$ cat config.mk
export PLATFORM = sky130hd
export DESIGN_NAME = pic_top
export DESIGN_NICKNAME = d
export VERILOG_FILES = /design/src/hdl/pic_pkg.sv /design/src/hdl/pic_select.sv /design/src/hdl/pic_top.sv
export SDC_FILE = /design/constraint.sdc
export NUM_CORES = 1
export LEC_CHECK = 0
export ABC_CLOCK_PERIOD_IN_PS = 4850
export BUFFER_PORTS_ARGS = -buffer_cell sky130_fd_sc_hd__buf_2
export CORE_AREA = 2 2 91 128
export DETAILED_ROUTE_END_ITERATION = 8
export DIE_AREA = 0 0 93 130
export GPL_ROUTABILITY_DRIVEN = 0
export PLACE_DENSITY = 0.77
export RECOVER_POWER = 50
export SLEW_MARGIN = 20
export SYNTH_ARGS = -nofsm -noshare
export SYNTH_HDL_FRONTEND = slang
export SYNTH_SLANG_ARGS = --single-unit
$ cat constraint.sdc
create_clock -name i_ref_clk -period 4.85 [get_ports i_ref_clk]
set_clock_uncertainty 0.05 [all_clocks]
set_input_delay 0 -clock i_ref_clk [delete_from_list [all_inputs] [get_ports i_ref_clk]]
set_output_delay 0 -clock i_ref_clk [all_outputs]
set_load 0.05 [all_outputs]
$ cat src/hdl/pic_pkg.sv
// package of constants and types for the primary interrupt controller
//
// Overview of operation
// [RQ1] fifteen request lines 1..15 each own a pending bit at their line number; bit 0 is reserved.
// [RQ2] the pending register is read-only, shows outstanding requests, reads zero above bit 15, resets to zero.
// [RQ3] lines 1..14 have a read-write enable bit at their line number; zero blocks, one passes.
// [RQ4] line 15 is non-maskable, has no enable bit and always reaches the processor when pending.
// [RQ5] lines 1..14 have a read-write priority bit at line plus 16; one means high level.
// [RQ6] bit 31 of the enable-and-level register reads one and cannot be written.
// [RQ7] enables and priorities reset to zero; bits 16 and 0 read zero.
// [RQ8] writing one to a force bit asserts that line as if requested; the bit reads back as written until that line is acknowledged, which clears it.
// [RQ9] force and clear bits 11, 8 and 5 are reserved zeros and have no effect.
// [RQ10] the clear register is write-only; a one removes that line's pending request, a zero does nothing.
// [RQ11] the highest numbered pending enabled high-level line wins, else the highest low-level one; acknowledge clears it.
package pic_pkg;

  // ****************************************************************
  // register map
  // ****************************************************************
  localparam logic [7:0] PIC_OFS_ENLV  = 8'h00;
  localparam logic [7:0] PIC_OFS_PEND  = 8'h04;
  localparam logic [7:0] PIC_OFS_FORCE = 8'h08;
  localparam logic [7:0] PIC_OFS_CLEAR = 8'h0c;
  localparam logic [7:0] PIC_OFS_ISTAT = 8'h10;
  localparam logic [7:0] PIC_OFS_IMASK = 8'h14;

  // ****************************************************************
  // field layout
  // ****************************************************************
  localparam int          PIC_NMI_LINE   = 15;
  localparam int          PIC_LEVEL_POS  = 16;
  localparam logic [15:0] PIC_LINE_MASK  = 16'hfffe;
  localparam logic [15:0] PIC_EN_MASK    = 16'h7ffe;
  localparam logic [15:0] PIC_FORCE_MASK = 16'hf6de;
  localparam logic [15:0] PIC_RST_ENABLE = 16'h0000;
  localparam logic [15:0] PIC_RST_LEVEL  = 16'h0000;
  localparam logic [15:0] PIC_RST_FORCE  = 16'h0000;
  localparam logic [15:0] PIC_RST_PEND   = 16'h0000;
  localparam logic [1:0]  PIC_RST_EVENT  = 2'h0;
  localparam logic [31:0] PIC_RDATA_ZERO = 32'h0000_0000;
  localparam logic [15:0] PIC_TOP_BIT_HI = 16'h8000;

  // event bits: 0 = new request taken, 1 = acknowledge done
  localparam int PIC_EV_TAKEN = 0;
  localparam int PIC_EV_ACK   = 1;

  // ****************************************************************
  // types
  // ****************************************************************
  typedef struct packed {
    logic        valid;
    logic [3:0]  line;
  } pic_sel_t;

  typedef struct packed {
    logic        psel;
    logic        penable;
    logic        pwrite;
    logic [7:0]  paddr;
    logic [31:0] pwdata;
  } pic_apb_req_t;

  typedef enum logic [1:0] {
    PIC_ST_IDLE,
    PIC_ST_ACCESS
  } pic_apb_st_t;

endpackage

$ cat src/hdl/pic_select.sv
// priority selection of the line presented to the processor
`timescale 1ns/10ps
`default_nettype none
module pic_select
  import pic_pkg::*;
(
  input  wire logic [15:0] i_pending,
  input  wire logic [15:0] i_enable,
  input  wire logic [15:0] i_level,
  output pic_sel_t         o_sel
);

  // ****************************************************************
  // selection
  // ****************************************************************
  function automatic pic_sel_t pic_highest(input logic [15:0] v);
    pic_sel_t r;
    r = '0;
    for (int i = 1; i < 16; i++) begin
      if (v[i]) begin
        r.valid = 1'b1;
        r.line  = 4'(i);
      end
    end
    return r;
  endfunction

  wire logic [15:0] active;
  wire logic [15:0] high_set;
  wire pic_sel_t    high_sel;
  wire pic_sel_t    low_sel;

  // nmi bypasses the enable and sits at high level
  assign active   = i_pending & (i_enable | PIC_TOP_BIT_HI) & PIC_LINE_MASK; // see [RQ4]
  assign high_set = active & (i_level | PIC_TOP_BIT_HI);                       // see [RQ6]
  assign high_sel = pic_highest(high_set);
  assign low_sel  = pic_highest(active & ~high_set);
  assign o_sel    = high_sel.valid ? high_sel : low_sel;                       // see [RQ11]

endmodule
`default_nettype wire

$ cat src/hdl/pic_top.sv
// primary interrupt controller with apb register slave
//
// Our own choices: the placing of the registers and the APB slave port.
`timescale 1ns/10ps
`default_nettype none
module pic_top
  import pic_pkg::*;
(
  input  wire logic        i_ref_clk,
  input  wire logic        i_rst,
  input  wire logic        i_psel,
  input  wire logic        i_penable,
  input  wire logic        i_pwrite,
  input  wire logic [7:0]  i_paddr,
  input  wire logic [31:0] i_pwdata,
  output logic      [31:0] o_prdata,
  output logic             o_pready,
  output logic             o_pslverr,
  input  wire logic [15:0] i_irq_lines,
  input  wire logic        i_irq_ack,
  output logic             o_irq_valid,
  output logic      [3:0]  o_irq_line,
  output logic             o_irq
);

  // ****************************************************************
  // registers
  // ****************************************************************
  logic [15:0] enable_ff;
  logic [15:0] level_ff;
  logic [15:0] force_ff;
  logic [15:0] pend_ff;
  logic [15:0] lines_d_ff;
  logic [1:0]  istat_ff;
  logic [1:0]  imask_ff;
  logic [31:0] prdata_ff;
  logic        pready_ff;
  logic        pslverr_ff;
  logic        irq_valid_ff;
  logic [3:0]  irq_line_ff;
  logic        irq_ff;

  // ****************************************************************
  // bus decode
  // ****************************************************************
  wire pic_apb_req_t req;
  wire logic         setup;
  wire logic         wr;
  wire logic         rd;
  wire logic         hit_enlv;
  wire logic         hit_pend;
  wire logic         hit_force;
  wire logic         hit_clear;
  wire logic         hit_istat;
  wire logic         hit_imask;
  wire logic         mapped;

  assign req       = '{psel: i_psel, penable: i_penable, pwrite: i_pwrite,
                       paddr: i_paddr, pwdata: i_pwdata};
  // answer comes one cycle after the access phase begins
  assign setup     = req.psel & req.penable & ~pready_ff;
  assign wr        = setup & req.pwrite;
  assign rd        = setup & ~req.pwrite;
  assign hit_enlv  = req.paddr == PIC_OFS_ENLV;
  assign hit_pend  = req.paddr == PIC_OFS_PEND;
  assign hit_force = req.paddr == PIC_OFS_FORCE;
  assign hit_clear = req.paddr == PIC_OFS_CLEAR;
  assign hit_istat = req.paddr == PIC_OFS_ISTAT;
  assign hit_imask = req.paddr == PIC_OFS_IMASK;
  assign mapped    = hit_enlv | hit_pend | hit_force | hit_clear | hit_istat | hit_imask;

  // ****************************************************************
  // pending logic
  // ****************************************************************
  wire pic_sel_t    sel;
  wire logic [15:0] rise;
  wire logic [15:0] clr_wr;
  wire logic [15:0] ack_clr;
  wire logic [15:0] new_force;
  wire logic [15:0] set_pend;
  wire logic        ack_take;
  wire logic [15:0] nxt_pend;
  wire logic [15:0] nxt_force;
  wire logic [1:0]  ev;
  wire logic [1:0]  nxt_istat;

  function automatic logic [15:0] pic_onehot(input logic [3:0] n);
    return 16'(1) << n;
  endfunction

  assign rise      = i_irq_lines & ~lines_d_ff & PIC_LINE_MASK;           // see [RQ1]
  assign clr_wr    = (wr & hit_clear) ? (i_pwdata[15:0] & PIC_FORCE_MASK) : 16'h0000; // see [RQ9]
  assign ack_take  = i_irq_ack & irq_valid_ff;
  assign ack_clr   = ack_take ? pic_onehot(irq_line_ff) : 16'h0000;       // see [RQ11]
  assign new_force = (wr & hit_force) ? (i_pwdata[15:0] & PIC_FORCE_MASK) : force_ff; // see [RQ8]
  // a newly written force bit raises its line like a source edge
  assign set_pend  = rise | (new_force & ~force_ff);
  // set wins over clear
  assign nxt_pend  = ((pend_ff & ~clr_wr & ~ack_clr) | set_pend) & PIC_LINE_MASK; // see [RQ10]
  assign nxt_force = new_force & ~ack_clr;
  assign ev        = {ack_take, |set_pend};
  assign nxt_istat = (istat_ff & ~((wr & hit_istat) ? i_pwdata[1:0] : 2'h0)) | ev;

  pic_select u_select (
    .i_pending (pend_ff),
    .i_enable  (enable_ff),
    .i_level   (level_ff),
    .o_sel     (sel)
  );

  // ****************************************************************
  // read mux
  // ****************************************************************
  wire logic [31:0] rd_enlv;
  wire logic [31:0] rd_data;

  assign rd_enlv = {1'b1, level_ff[14:1], 1'b0, 1'b0, enable_ff[14:1], 1'b0}; // see [RQ6]
  assign rd_data = hit_enlv  ? rd_enlv :
                   hit_pend  ? {16'h0000, pend_ff} :                          // see [RQ2]
                   hit_force ? {16'h0000, force_ff} :
                   hit_istat ? {30'h0, istat_ff} :
                   hit_imask ? {30'h0, imask_ff} : PIC_RDATA_ZERO;

  // ****************************************************************
  // state
  // ****************************************************************
  always_ff @(posedge i_ref_clk or posedge i_rst) begin
    if (i_rst) begin
      enable_ff <= PIC_RST_ENABLE;                                          // see [RQ7]
      level_ff  <= PIC_RST_LEVEL;
      imask_ff  <= PIC_RST_EVENT;
    end else if (wr & hit_enlv) begin
      enable_ff <= i_pwdata[15:0] & PIC_EN_MASK;                            // see [RQ3]
      level_ff  <= i_pwdata[31:16] & PIC_EN_MASK;                           // see [RQ5]
    end else if (wr & hit_imask) begin
      imask_ff  <= i_pwdata[1:0];
    end
  end

  always_ff @(posedge i_ref_clk or posedge i_rst) begin
    if (i_rst) begin
      pend_ff    <= PIC_RST_PEND;
      force_ff   <= PIC_RST_FORCE;
      lines_d_ff <= PIC_RST_PEND;
      istat_ff   <= PIC_RST_EVENT;
    end else begin
      pend_ff    <= nxt_pend;
      force_ff   <= nxt_force;
      lines_d_ff <= i_irq_lines;
      istat_ff   <= nxt_istat;
    end
  end

  always_ff @(posedge i_ref_clk or posedge i_rst) begin
    if (i_rst) begin
      prdata_ff  <= PIC_RDATA_ZERO;
      pready_ff  <= 1'b0;
      pslverr_ff <= 1'b0;
    end else begin
      pready_ff  <= setup;
      pslverr_ff <= setup & ~mapped;
      prdata_ff  <= rd ? rd_data : PIC_RDATA_ZERO;
    end
  end

  always_ff @(posedge i_ref_clk or posedge i_rst) begin
    if (i_rst) begin
      irq_valid_ff <= 1'b0;
      irq_line_ff  <= 4'h0;
      irq_ff       <= 1'b0;
    end else begin
      // hide the acknowledged line for the cycle its pending bit clears
      irq_valid_ff <= sel.valid & ~ack_take;
      irq_line_ff  <= sel.line;
      irq_ff       <= |(nxt_istat & imask_ff);
    end
  end

  assign o_prdata    = prdata_ff;
  assign o_pready    = pready_ff;
  assign o_pslverr   = pslverr_ff;
  assign o_irq_valid = irq_valid_ff;
  assign o_irq_line  = irq_line_ff;
  assign o_irq       = irq_ff;

  // ****************************************************************
  // assertions
  // ****************************************************************
  property p_pend_reserved;
    @(posedge i_ref_clk) disable iff (i_rst) pend_ff[0] == 1'b0;
  endproperty
  a_pend_reserved: assert property (p_pend_reserved) else $error("pending bit 0 set"); // see [RQ1]

  property p_pend_read;
    @(posedge i_ref_clk) disable iff (i_rst)
      (rd & hit_pend) |=> (o_pready && o_prdata == {16'h0000, $past(pend_ff)});
  endproperty
  a_pend_read: assert property (p_pend_read) else $error("pending read mismatch"); // see [RQ2]

  property p_enlv_read;
    @(posedge i_ref_clk) disable iff (i_rst)
      (rd & hit_enlv) |=> (o_prdata[31] && !o_prdata[16] && !o_prdata[15] && !o_prdata[0]);
  endproperty
  a_enlv_read: assert property (p_enlv_read) else $error("fixed bits wrong"); // see [RQ6]

  property p_enable_write;
    @(posedge i_ref_clk) disable iff (i_rst)
      (wr & hit_enlv) |=> (enable_ff == ($past(i_pwdata[15:0]) & PIC_EN_MASK)
                           && level_ff == ($past(i_pwdata[31:16]) & PIC_EN_MASK));
  endproperty
  a_enable_write: assert property (p_enable_write) else $error("enable write lost"); // see [RQ3]

  property p_nmi_through;
    @(posedge i_ref_clk) disable iff (i_rst)
      (pend_ff[PIC_NMI_LINE] && !ack_take) |=> (o_irq_valid && o_irq_line == 4'hf);
  endproperty
  a_nmi_through: assert property (p_nmi_through) else $error("nmi not presented"); // see [RQ4]

  property p_force_sets;
    @(posedge i_ref_clk) disable iff (i_rst)
      (wr & hit_force & i_pwdata[1] & ~force_ff[1]) |=> pend_ff[1];
  endproperty
  a_force_sets: assert property (p_force_sets) else $error("force did not pend"); // see [RQ8]

  property p_reserved_force;
    @(posedge i_ref_clk) disable iff (i_rst)
      (force_ff & ~PIC_FORCE_MASK) == 16'h0000;
  endproperty
  a_reserved_force: assert property (p_reserved_force) else $error("reserved force bit"); // see [RQ9]

  property p_clear_works;
    @(posedge i_ref_clk) disable iff (i_rst)
      (wr & hit_clear & i_pwdata[15] & ~set_pend[15]) |=> !pend_ff[15];
  endproperty
  a_clear_works: assert property (p_clear_works) else $error("clear ignored"); // see [RQ10]

  property p_ack_clears;
    @(posedge i_ref_clk) disable iff (i_rst)
      (ack_take && !set_pend[irq_line_ff]) |=> !pend_ff[$past(irq_line_ff)];
  endproperty
  a_ack_clears: assert property (p_ack_clears) else $error("ack did not clear"); // see [RQ11]

  property p_reset_state;
    @(posedge i_ref_clk) $fell(i_rst) |-> (enable_ff == 16'h0000 && level_ff == 16'h0000);
  endproperty
  a_reset_state: assert property (p_reset_state) else $error("reset values wrong"); // see [RQ7]

  property p_level_bounds;
    @(posedge i_ref_clk) disable iff (i_rst)
      (level_ff[0] == 1'b0) && (level_ff[15] == 1'b0);
  endproperty
  a_level_bounds: assert property (p_level_bounds) else $error("level bits out of range"); // see [RQ5]

endmodule
`default_nettype wire

After elaboration in Yosys (flattened, before gate mapping)
Cells that the tools add are included.

word-level totals
  register bits = 119
  bits of input ports = 62
  output and inout bits = 40
  word-level logic and storage cells = 105

cells by class
  equality and inequality tests = 5
  shifts and indexed selects = 1
  mux-type cells = 41
  bitwise gates (word level) = 41
  reductions and logical operators = 4

operator list
  operator                                          number
  2-to-1 mux 5 bit                                  31
  AND 16 bit                                        8
  2-to-1 mux 16 bit                                 5
  inverter 16 bit                                   5
  2-to-1 mux 32 bit                                 2
  OR 16 bit                                         2
  == test 8 x 4 -> 1 bit, second input constant     2
  == test 8 x 5 -> 1 bit, second input constant     2
  OR reduction 16 bit                               1
  left shift 1 x 4 -> 16 bit, first input constant  1
  AND 1 bit                                         12
  == test 8 x 3 -> 1 bit, second input constant     1
  logical NOT 8 bit                                 1
  2-to-1 mux 2 bit                                  3
  inverter 1 bit                                    5
  OR 1 bit                                          5
  AND 2 bit                                         2
  inverter 2 bit                                    1
  OR 2 bit                                          1
  AND reduction 2 bit                               1
  OR reduction 2 bit                                1

Depth between registers and ports, before layout
  word-level depth = 21
  mapped depth = 7
  depth with buffers taken out = 5

Modules after synthesis
From an unflattened synthesis, not the netlist that was laid out.

unflattened totals
  cells, all modules = 478
  area, all modules = 5371.4 um^2

by module, submodules not included
  module      times used  cells an instance  area each (um^2)  seq. area each (um^2)
  pic_top     1           392                4803.4            2927.8
  pic_select  1           86                 568.0             0.0

Least setup slack after synthesis
Ideal clock, no wire load.

  path type = register to register
  start = reg pready_ff (netlist: o_pready)
  end = reg pend_ff[3]
  setup time = 0.124 ns
  data arrival time = 1.838 ns
  required time = 4.676 ns
  slack = 2.838 ns
  stages on the path, launching flop included = 7
  path buffers = 1
  clock period less this slack = 2.012 ns
  cells stage by stage = dfrtp_1 nand3b_1 nor2_1 and4_1 buf_2 a21oi_1 a211o_1

on the way
  cells in the longest elaborated chain, start to end = 9
  elaborated cells on any way between the ends = 13
  those cells by class = mux (2); bitwise (11)

RTL lines
  item                      RTL line        source
  start, declared           pic_top.sv:37   logic pready_ff;
  start signal, assigned    pic_top.sv:160  pready_ff <= setup;
  inverter 1 bit (*)        pic_top.sv:61   assign setup = req.psel & req.penable & ~pready_ff;
  AND 1 bit (*)             pic_top.sv:61
  AND 1 bit (*)             pic_top.sv:62   assign wr = setup & req.pwrite;
  AND 1 bit                 pic_top.sv:92   assign clr_wr = (wr & hit_clear) ? (i_pwdata[15:0] & PIC_FORCE_MASK) : 16'h0000;
  2-to-1 mux 16 bit         pic_top.sv:92
  inverter 16 bit           pic_top.sv:99   assign nxt_pend = ((pend_ff & ~clr_wr & ~ack_clr) | set_pend) & PIC_LINE_MASK;
  AND 16 bit (2 in series)  pic_top.sv:99
  OR 16 bit (*)             pic_top.sv:99
  via nxt_pend[3]           pic_top.sv:82   wire logic [15:0] nxt_pend;
  end signal, assigned      pic_top.sv:147  pend_ff <= nxt_pend;
  end, declared             pic_top.sv:32   logic [15:0] pend_ff;

The timed path passes the listed nets; every way through them passes the cells marked *.
A chain may end at the register's enable or synchronous reset.

==> run_results.csv <==
group,metric,value,unit
clock_network,postCtsSetupBuffers,0,
run_status,outcome,"finished, violations left",
clock_network,cts_root_buf,"clkbuf_16",
floorplan,die_h,130,um
min_path,hp-class,"in -> reg",
global_routing,antenna_found_initial,1,
place,dp_hpwl,9880,um
floorplan,die_x,93,um
worst_setup_path,rrSetupSlack,2370,ps
global_routing,grt_max_degree,77,
floorplan,core-area,11100,um2
sta,finalCriticalPeriod,2800,ps
global_routing,grt.total_usage,24.6,%
worst_setup_path,worstReg2RegEnd,"o_prdata[7]$_DFF_PP0_",
worst_setup_path,crit_fanout,76,
worst_setup_path,r2r-start,"o_pready$_DFF_PP0_",
synth,yosysTopAreaCell,"dfrtp_1",
drt,drtAntennaViolNets,0,
synth,synth_edf_count,0,
drt,wl_per_cell,18.1,um
synth,syn_nets,538,
floorplan,io_pins,102,
place,portBuffers,97,
clock_network,ctsResizeCount,0,
global_routing,grt.overflow.total,0,
clock_network,cts_made_buffers,17,
worst_setup_path,critPathKind,"in -> async",
synth,synth_seq_area_share,54.7,%
drt,vias,4476,
drt,drtIter0Drc,373,
pwr,total_power,2.72,mW
worst_setup_path,cp.arrival,3270,ps
floorplan,start_util,48.4,%
run_status,violations,"max-capacitance violations, max-slew violations",
sta,setup_ws,2050,ps
drt,via_per_inst,5.70,
worst_setup_path,critPathLaunchType,"primary input",
sta,final_hold_viol_count,0,
global_routing,grt_pass1_vias,4502,
sta,worstMarginPinSlew,3320,ps
min_path,min_to,"o_prdata[0]$_DFF_PP0_",
clock_network,cts_hold_buf,52,
clock_network,clk_latency,410,ps
sta,setup-violations-final,0,
clock_network,cts_buffer_depth,2,
clock_network,cts.sinks,117,
final_layout,drive_above_1_share,17.8,%
synth,synth-seq-cells,117,
drt,drt-pass1-iter-count,7,
sta,max_slew_margin,-122,%
global_routing,grt_pass1_wl,22600,um
synth,yosys_warnings,0,
sta,maxSlewViolCount,77,
final_layout,mostFrequentLayoutCells,"dfrtp_1, clkbuf_1, dlygate4sd3_1",
worst_setup_path,cp-end-kind,"async pin",
clock_network,path_clk_slew,50,ps
worst_setup_path,reg2regPathDepth,5,
place,pre_cts_slack,2370,ps
worst_setup_path,cp.required,5320,ps
sta,fin_crit_sh,57.7,%
final_layout,fin_nets,689,
pwr,leakage,3.11,nW
synth,synth.area.top_cells,"dfrtp_1, mux2_4, nor2b_1",
synth,yosysTopAreaCellShare,54.7,%
synth,syn_inst,476,
pwr,peakVddDrop,0.247,mV
synth,async_flop_share,100,%
final_layout,area_growth,29.8,%
sta,max_freq,0.357,GHz
synth,ys_types,55,
synth,syn-cell-area,5350,um2
pwr,pwr_density_cell,392,nW/um2
drt,wl,14200,um
flow_run,drv_cap,1,
clock_network,cts_tree,"built",
final_layout,fillCellCount,904,
final_layout,final_common_cell,"dfrtp_1",
clock_network,h-tree-depth,4,
sta,finalSetupTns,0,ps
floorplan,fp-row-count,46,
drt,drc,0,
synth,syn_area_per_cell,11.2,um2
min_path,holdPathStages,4,
sta,rsz0062_at_grt,"no",
synth,ys.flop_type,"dfrtp_1",
min_path,hp-start,"i_paddr[1]",
floorplan,dieArea,12100,um2
## worst max-delay path, stage by stage
cell and delay, ps:
dlygate4sd3_1 530, buf_2 120, clkinvlp_2 1840, buf_4 710
## state kept, by name, summed over array words and instances (netlist names), 4 cells and up
signal	count
o_prdata	31
force_ff	16
lines_d_ff	15
pend_ff	15
enable_ff	14
level_ff	14
o_irq_line	4
## where the power goes
part           internal (mW)  leakage (nW)  switching [mW]
clock                  0.775         0.279           0.417
sequential              1.04          1.49          0.0952
combinational          0.136          1.33           0.262
## metrics by stage
stage / std cells / cell area [um2] / hold WS [ps] / utilization [%]
floorplan: 476 / 5350 / -18.6 / -
global placement: 700 / 5920 / 71.9 / 53.6
detailed placement: 700 / 5920 / 73.4 / 53.6
CTS: 784 / 7010 / 71.5 / 63.4
global route: 785 / 6950 / 129 / 62.9
finish: 785 / 6950 / 83.8 / 62.9
## cell families after synthesis
kind of cell	Yosys count	share of synthesized area, %
and+or+nand+nor	185	19.5
DFF	117	54.7
AOI/OAI and AO/OA	116	15.1
muxes	31	7.93
buffers and inverters	25	2.48
xor gates and xnor gates	1	0.164
other	1	0.0701
## area by class of cell
| type | instances | area [um2] | area share [%] |
|---|---|---|---|
| Clock buffer | 22 | 464 | 6.68 |
| Tap cell | 144 | 180 | 2.59 |
| Antenna cell | 1 | 2.50 | 0.0360 |
| Timing Repair Buffer | 150 | 950 | 13.7 |
| Multi-Input combinational cell | 334 | 2290 | 32.9 |
| Clock inverter | 10 | 105 | 1.51 |
| Sequential cell | 117 | 2930 | 42.2 |
| Inverter | 7 | 27.5 | 0.396 |
## cells in the mapped netlist, types with 4 or more instances
master and instances:
nand2b_1 7, and3_1 5, buf_2 6, a21oi_1 24
nand2_1 45, nand4_1 5, nor4_1 7, o2bb2ai_1 15
and2_1 15, o211ai_1 4, a211oi_1 4, a211o_1 12
o21ai_0 19, a31oi_1 5, nand3_1 18, or3_1 4
mux2_4 20, a22oi_1 15, mux2_2 11, nor2b_1 28
nor3_1 6, nand3b_1 7, nor2_1 23, inv_1 7
dfrtp_1 117, clkbuf_1 6
## worst max path at each step
| stage | start | cells after the start | to |
|---|---|---|---|
| 2_1_floorplan | i_rst | 1 | enable_ff[10]$_DFFE_PP0P_ |
| 3_3_place_gp | i_paddr[0] | 6 | o_prdata[13]$_DFF_PP0_ |
| 3_5_place_dp | i_paddr[0] | 6 | force_ff[13]$_DFF_PP0_ |
| 4_1_cts | o_pready$_DFF_PP0_ | 5 | o_prdata[13]$_DFF_PP0_ |
| 5_1_grt | i_rst | 4 | level_ff[2]$_DFFE_PP0P_ |
| 6_report | i_rst | 4 | level_ff[2]$_DFFE_PP0P_ |
## metal layers
layer	vias up	global-route usage (%)	routed length, um
met5	-	0	0
li1	2042	-	-
met2	222	41.8	7340
met3	48	5.66	907
met4	0	14.6	571
met1	2164	28.3	5420
No activity file was read; power rests on OpenSTA's default activity.
